===== config.mk =====
export PLATFORM = sky130hd
export DESIGN_NAME = rrc_top
export DESIGN_NICKNAME = d
export VERILOG_FILES = /design/src/logic/rrc_pkg.sv /design/src/logic/rrc_top.sv /design/src/logic/rrc_vbus_sync.sv
export VERILOG_INCLUDE_DIRS = /design/src /design/src/logic
export SDC_FILE = /design/constraint.sdc
export NUM_CORES = 1
export LEC_CHECK = 0
export BUFFER_PORTS_ARGS = -buffer_cell sky130_fd_sc_hd__buf_2
export CAP_MARGIN = 0
export CORE_ASPECT_RATIO = 1.1
export CORE_MARGIN = 2
export CORE_UTILIZATION = 52
export DETAILED_ROUTE_END_ITERATION = 8
export PLACE_DENSITY = 0.82
export SYNTH_ARGS = -nofsm -noshare
export SYNTH_HDL_FRONTEND = slang
export SYNTH_SLANG_ARGS = --single-unit
export TNS_END_PERCENT = 20

===== constraint.sdc =====
create_clock -name clk -period 1.8 [get_ports clk]
set_clock_uncertainty 0.15 [all_clocks]
set_input_delay 0.18 -clock clk [delete_from_list [all_inputs] [get_ports clk]]
set_output_delay 0.18 -clock clk [all_outputs]
set_load 0.05 [all_outputs]

===== src/logic/rrc_regs.svh =====
// register map and field constants for the reference/regulator control block
`ifndef RRC_REGS_SVH
`define RRC_REGS_SVH
`define RRC_REF_CTRL_ADDR 8'hd1
`define RRC_REG_CTRL_ADDR 8'hc9
`define RRC_REF_RESET 8'h00
`define RRC_REG_RESET 8'h00
`define RRC_REF_WMASK 8'h9f
`define RRC_REG_WMASK 8'hbf
`define RRC_REF_GAIN_BIT 7
`define RRC_REF_OVR_BIT 4
`define RRC_REF_SEL_BIT 3
`define RRC_REF_TEMP_BIT 2
`define RRC_REF_BIAS_BIT 1
`define RRC_REF_BUF_BIT 0
`define RRC_REG_DIS_BIT 7
`define RRC_REG_VBUS_BIT 6
`define RRC_REG_SLP_BIT 4
`define RRC_REG_STOP_BIT 3
`define RRC_REG_CLP_BIT 1
`endif


===== src/logic/rrc_pkg.sv =====
// types shared by the reference/regulator control block
package rrc_pkg;
  typedef enum logic [2:0] {
    RRC_SRC_PIN = 3'h1,
    RRC_SRC_VDD = 3'h2,
    RRC_SRC_REG = 3'h4
  } rrc_ref_src_t;

  typedef struct packed {
    logic gain_1x;
    rrc_ref_src_t src;
    logic temp_on;
    logic bias_on;
    logic buf_on;
  } rrc_analog_t;

  typedef struct packed {
    logic supply_reg_on;
    logic supply_reg_low_power;
    logic core_reg_on;
    logic core_reg_low_power;
  } rrc_power_t;
endpackage : rrc_pkg


===== src/logic/rrc_top.sv =====
// reference and regulator control registers with bus supply detection
// Functional notes
// - gain bit 7: 0 gives 2x, 1 gives 1x
// - bits 6:5 read zero, writes ignored
// - override bit 4 forces regulator reference
// - bit 3 selects pin or supply reference
// - bit 2 switches temperature sensor
// - bit 1 switches bias generator
// - bit 0 drives reference buffer onto pin
// - software can disable supply regulator
// - supply regulator low-power suspend mode select
// - status bit shows current bus supply level
// - interrupt on every bus supply edge
// - interrupt is edge pulse, no pending flag
// - bus reset source resets on any edge
// - core regulator stays on in stop by default
// - shutdown bit powers core off in stop
// - core regulator low-power bit selects suspend mode
// - supply disable bit 7: 1 disables
// - bus power status at bit 6
// - supply low-power bit 4: 1 low power
`timescale 1ns/1ps
`include "rrc_regs.svh"
module rrc_top (
  input wire logic clk,
  input wire logic sys_rst,
  input wire logic [7:0] sfr_addr,
  input wire logic [7:0] sfr_wdata,
  input wire logic sfr_we,
  input wire logic sfr_re,
  output logic [7:0] sfr_rdata,
  input wire logic vbus_in,
  input wire logic vbus_int_enable,
  input wire logic vbus_reset_enable,
  input wire logic stop_mode,
  output logic vbus_irq,
  output logic vbus_reset_req,
  output rrc_pkg::rrc_analog_t analog_ctrl,
  output rrc_pkg::rrc_power_t power_ctrl
);
  logic [7:0] ref_ctrl_r;
  logic [7:0] reg_ctrl_r;
  logic [7:0] rdata_r;
  logic vbus_level;
  logic vbus_edge;
  logic irq_r;
  logic rst_req_r;

  // ----------------------------------------------------------------
  // bus supply synchroniser
  // ----------------------------------------------------------------
  rrc_vbus_sync u_sync (
    .clk(clk),
    .sys_rst(sys_rst),
    .vbus_in(vbus_in),
    .level(vbus_level),
    .edge_pulse(vbus_edge)
  );

  function automatic logic hit(input logic [7:0] a, input logic [7:0] b);
    hit = (a == b);
  endfunction : hit

  // ----------------------------------------------------------------
  // register writes
  // ----------------------------------------------------------------
  // masking at the write keeps reference bits 6:5 at zero, so the read path
  // needs no special case for them
  always_ff @(posedge clk) begin
    if (sys_rst) begin
      ref_ctrl_r <= `RRC_REF_RESET;
    end else if (sfr_we && hit(sfr_addr, `RRC_REF_CTRL_ADDR)) begin
      ref_ctrl_r <= sfr_wdata & `RRC_REF_WMASK;
    end
  end

  // status bit 6 is never stored; it is read live from the synchroniser
  always_ff @(posedge clk) begin
    if (sys_rst) begin
      reg_ctrl_r <= `RRC_REG_RESET;
    end else if (sfr_we && hit(sfr_addr, `RRC_REG_CTRL_ADDR)) begin
      reg_ctrl_r <= sfr_wdata & `RRC_REG_WMASK;
    end
  end

  // ----------------------------------------------------------------
  // read path
  // ----------------------------------------------------------------
  // a write and a read in one cycle return the old value, because the
  // read samples the register before the write lands
  always_ff @(posedge clk) begin
    if (sys_rst) begin
      rdata_r <= 8'h00;
    end else if (sfr_re) begin
      if (hit(sfr_addr, `RRC_REF_CTRL_ADDR)) begin
        rdata_r <= ref_ctrl_r;
      end else if (hit(sfr_addr, `RRC_REG_CTRL_ADDR)) begin
        rdata_r <= reg_ctrl_r;
        rdata_r[`RRC_REG_VBUS_BIT] <= vbus_level;
      end else begin
        rdata_r <= 8'h00;
      end
    end
  end
  assign sfr_rdata = rdata_r;

  // ----------------------------------------------------------------
  // bus supply events
  // ----------------------------------------------------------------
  // one-cycle pulses; the interrupt controller latches them, so there
  // is no flag here for software to clear
  always_ff @(posedge clk) begin
    if (sys_rst) begin
      irq_r <= 1'b0;
    end else begin
      irq_r <= vbus_edge && vbus_int_enable;
    end
  end

  always_ff @(posedge clk) begin
    if (sys_rst) begin
      rst_req_r <= 1'b0;
    end else begin
      rst_req_r <= vbus_edge && vbus_reset_enable;
    end
  end
  assign vbus_irq = irq_r;
  assign vbus_reset_req = rst_req_r;

  // ----------------------------------------------------------------
  // analog and power controls
  // ----------------------------------------------------------------
  always_comb begin
    analog_ctrl.gain_1x = ref_ctrl_r[`RRC_REF_GAIN_BIT];
    if (ref_ctrl_r[`RRC_REF_OVR_BIT]) begin
      analog_ctrl.src = rrc_pkg::RRC_SRC_REG;
    end else if (ref_ctrl_r[`RRC_REF_SEL_BIT]) begin
      analog_ctrl.src = rrc_pkg::RRC_SRC_VDD;
    end else begin
      analog_ctrl.src = rrc_pkg::RRC_SRC_PIN;
    end
    analog_ctrl.temp_on = ref_ctrl_r[`RRC_REF_TEMP_BIT];
    analog_ctrl.bias_on = ref_ctrl_r[`RRC_REF_BIAS_BIT];
    analog_ctrl.buf_on = ref_ctrl_r[`RRC_REF_BUF_BIT];
  end

  // the low-power core mode is not blocked in hardware; software must
  // avoid it while awake or with the supply regulator off
  always_comb begin
    power_ctrl.supply_reg_on = !reg_ctrl_r[`RRC_REG_DIS_BIT];
    power_ctrl.supply_reg_low_power = reg_ctrl_r[`RRC_REG_SLP_BIT];
    power_ctrl.core_reg_on = !(stop_mode && reg_ctrl_r[`RRC_REG_STOP_BIT]);
    power_ctrl.core_reg_low_power = reg_ctrl_r[`RRC_REG_CLP_BIT];
  end
endmodule : rrc_top


===== src/logic/rrc_vbus_sync.sv =====
// bus supply detect synchroniser and edge detector
`timescale 1ns/1ps
module rrc_vbus_sync (
  input wire logic clk,
  input wire logic sys_rst,
  input wire logic vbus_in,
  output logic level,
  output logic edge_pulse
);
  logic meta_r;
  logic sync_r;
  logic prev_r;

  // meta_r is read only by sync_r; the pin is synchronous to clk, so in
  // reset every stage takes the pin level and the chain agrees with it
  always_ff @(posedge clk) begin
    if (sys_rst) begin
      meta_r <= vbus_in;
      sync_r <= vbus_in;
    end else begin
      meta_r <= vbus_in;
      sync_r <= meta_r;
    end
  end

  always_ff @(posedge clk) begin
    if (sys_rst) begin
      prev_r <= vbus_in;
    end else begin
      prev_r <= sync_r;
    end
  end

  assign level = sync_r;
  // a bus supply already present at reset gives no edge after release
  assign edge_pulse = sync_r ^ prev_r;
endmodule : rrc_vbus_sync


==> flow_summary.toml <==
[clock_tree]
clockRootBuffer = "clkbuf_4"
path_clk_slew_ns = 0.13
post-cts-setup-buffers = 0
cts_tree = "done"
hold_buffers = 10
htreeDepth = 1
cts.sink_count = 26
post_cts_resize_count = 0
clk_latency_ns = 0.32
cts_buffer_depth = 2
numCtsBuffers = 3

[layout]
layout-drive-gt1-share_pct = 28.8
layout_commonest_cell = "buf_2"
final_util_pct = 68.5
nFillCells = 206
stdcell_count = 207
nNetsFinal = 203
layout_common_cells = "buf_2, dfxtp_1, nand2b_1"
syn_to_final_growth_pct = 23.2
diodes = 0

[synthesis]
syn_area_um2 = 1280
ys_warn_count = 0
synth-seq-cells = 26
syn_nets = 157
synth_area_leaders = "dfxtp_1, nand2b_1, mux2i_1"
ys_seq_area_share_pct = 40.8
synth_top_area_share_pct = 40.8
synthCells = 133
yosysTopAreaCell = "dfxtp_1"
synth_cell_types = 27
avgSynthCellArea_um2 = 9.60

[placed_design]
port_buffers = 43
place_inst = 194
hpwlAfterDp_um = 2070
gp_congestion = 0.735

[timing]
finalCriticalPeriod_ns = 1.46
finalSetupViolCount = 0
finalSetupTns_ns = 0
tightest_slew_ns = 0.407
clock.fmax_mhz = 685
rsz0062_at_grt = "false"
maxSlewHeadroom_pct = 72.7
drv_slew = 0
hold_viol = 0
finalCritPeriodShare_pct = 81.1

[pwr]
powerDensity_nw_per_um2 = 605
p_clk_share_pct = 25.5
combinationalPowerShare_pct = 12.8
intPower_uw = 723
switching_power_uw = 229
power_uw = 952
seqPwrFrac_pct = 61.7
power.leakage_uw = 0.000724
sw_frac_of_total_pct = 24.1
irDropWorstVdd_uv = 653

[grt]
gr-usage-met2_pct = 37.8
grt_max_degree = 28
grt_overflow_total = 0
gr-usage-all-layers_pct = 20.5
grtUsageMet1_pct = 22.6
grt_pass1_vias = 1091
grt_pass1_wl_um = 4480
grt.busiest_layer = "met2"
antenna_found_initial = 0
grt.met3_usage_pct = 3.76

[drt]
drt_iter0_drc = 9
vias_per_cell = 5.29
routedWlPerCell_um = 13.3
drc = 0
wirelength_um = 2750
detail_route.first_pass.iterations = 4
ant_nets = 0
dr_total_vias = 1094

[run]
cap_violations = 0

[setup_path]
criticalPathCategory = "reg2out"
cp.buffers_inverters = 1
cp_slowest_stage_delay_ns = 0.41
crit_path_top_delay_cell = "dfxtp_1"
cp_top_family = "flip-flops"
cp_max_fo = 4
crit_chain = "nor2b_1 -> buf_2"
cp-start-kind = "flip-flop"
cp.required_ns = 1.47
crit_path_end_kind = "output port"
arrival_ns = 1.13

[floorplanning]
core_area_um2 = 2300
rows = 18
dieArea_um2 = 2870
initial_core_util_pct = 55.6
io_pins = 45
die_y_um = 56.0
die-width_um = 51.2

[outcome]
status = "finished clean"

[worst_hold_path]
hp-class = "in2reg"
==> worst reg2reg max path, stage by stage, from the launching register on <==
cell       delay (ns)
dfxtp_1          0.41
nand3b_1         0.09
a2111oi_1        0.43
a21o_1           0.13
==> Yosys cell counts <==
master	n
a2111oi_2	1
nand3_1	1
and2_1	2
nor2b_1	2
and3_1	1
and4b_1	1
buf_6	1
nor2_1	10
buf_2	3
or3_4	1
a2111oi_1	5
buf_4	8
nand4b_1	1
nand2b_1	22
mux2i_1	13
dfxtp_1	26
a21oi_1	2
a21o_1	6
nand3b_1	12
clkbuf_1	2
xnor2_1	1
and4_1	1
nor4b_2	1
o21ai_0	2
nand2_1	2
inv_1	3
nand4_1	3
==> area by class of cell <==
cell class	instances	area (µm²)	area share, %
Clock buffer	3	22.5	1.43
Inverter	3	11.3	0.716
Multi-Input combinational cell	90	651	41.4
Sequential cell	26	520	33.1
Tap cell	30	37.5	2.39
Timing Repair Buffer	55	330	21.0
==> through the flow <==
| stage | setup WS [ns] | area, µm² | hold slack [ns] |
|---|---|---|---|
| floorplan | 0.407 | 1280 | 0.0577 |
| global route | 0.255 | 1570 | 0.0706 |
| CTS | 0.335 | 1570 | 0.0609 |
| detailed placement | 0.282 | 1450 | 0.151 |
| finish | 0.340 | 1570 | 0.0656 |
| global placement | 0.364 | 1450 | 0.147 |
==> state kept, by name (all words and copies together) (netlist names) <==
register	count
vbus_reset_req	1
u_sync.prev_r	1
u_sync.meta_r	1
sfr_rdata	8
u_sync.level	1
ref_ctrl_r	6
reg_ctrl_r	7
vbus_irq	1
==> power by group through the flow <==
stage / Clock (µW) / Combinational, µW / Sequential (µW)
after floorplan: 0 / 55.4 / 611
after global placement: 0 / 102 / 600
after detailed placement: 0 / 106 / 601
after CTS: 246 / 122 / 588
after global routing: 266 / 133 / 589
final: 242 / 122 / 588
==> per-layer routing <==
metal | vias up | routed length [µm]
li1 | 546 | -
met1 | 518 | 1180
met2 | 26 | 1410
met3 | 4 | 123
met4 | 0 | 36
met5 | - | 0
==> path summary, 6_finish.rpt <==
kind	end	slack, ns	startpoint	depth (start not counted)
worst min register to register	u_sync.level$_DFF_P_	0.31	u_sync.meta_r$_DFF_P_	2
worst max register to register	sfr_rdata[3]$_SDFFE_PP0P_	0.54	ref_ctrl_r[3]$_SDFFE_PP0P_	3
worst max-delay path	analog_ctrl[4]	0.34	ref_ctrl_r[3]$_SDFFE_PP0P_	2
worst min-delay path	sfr_rdata[6]$_SDFFE_PP0P_	0.07	sfr_re	3
==> cells by family after synthesis <==
family	share of synthesized area [%]
simple gates	29.9
mux	10.2
buf+inv	8.24
flops	40.8
compound gates	10.2
xor+xnor	0.686
(Power assumes the default switching activity.)
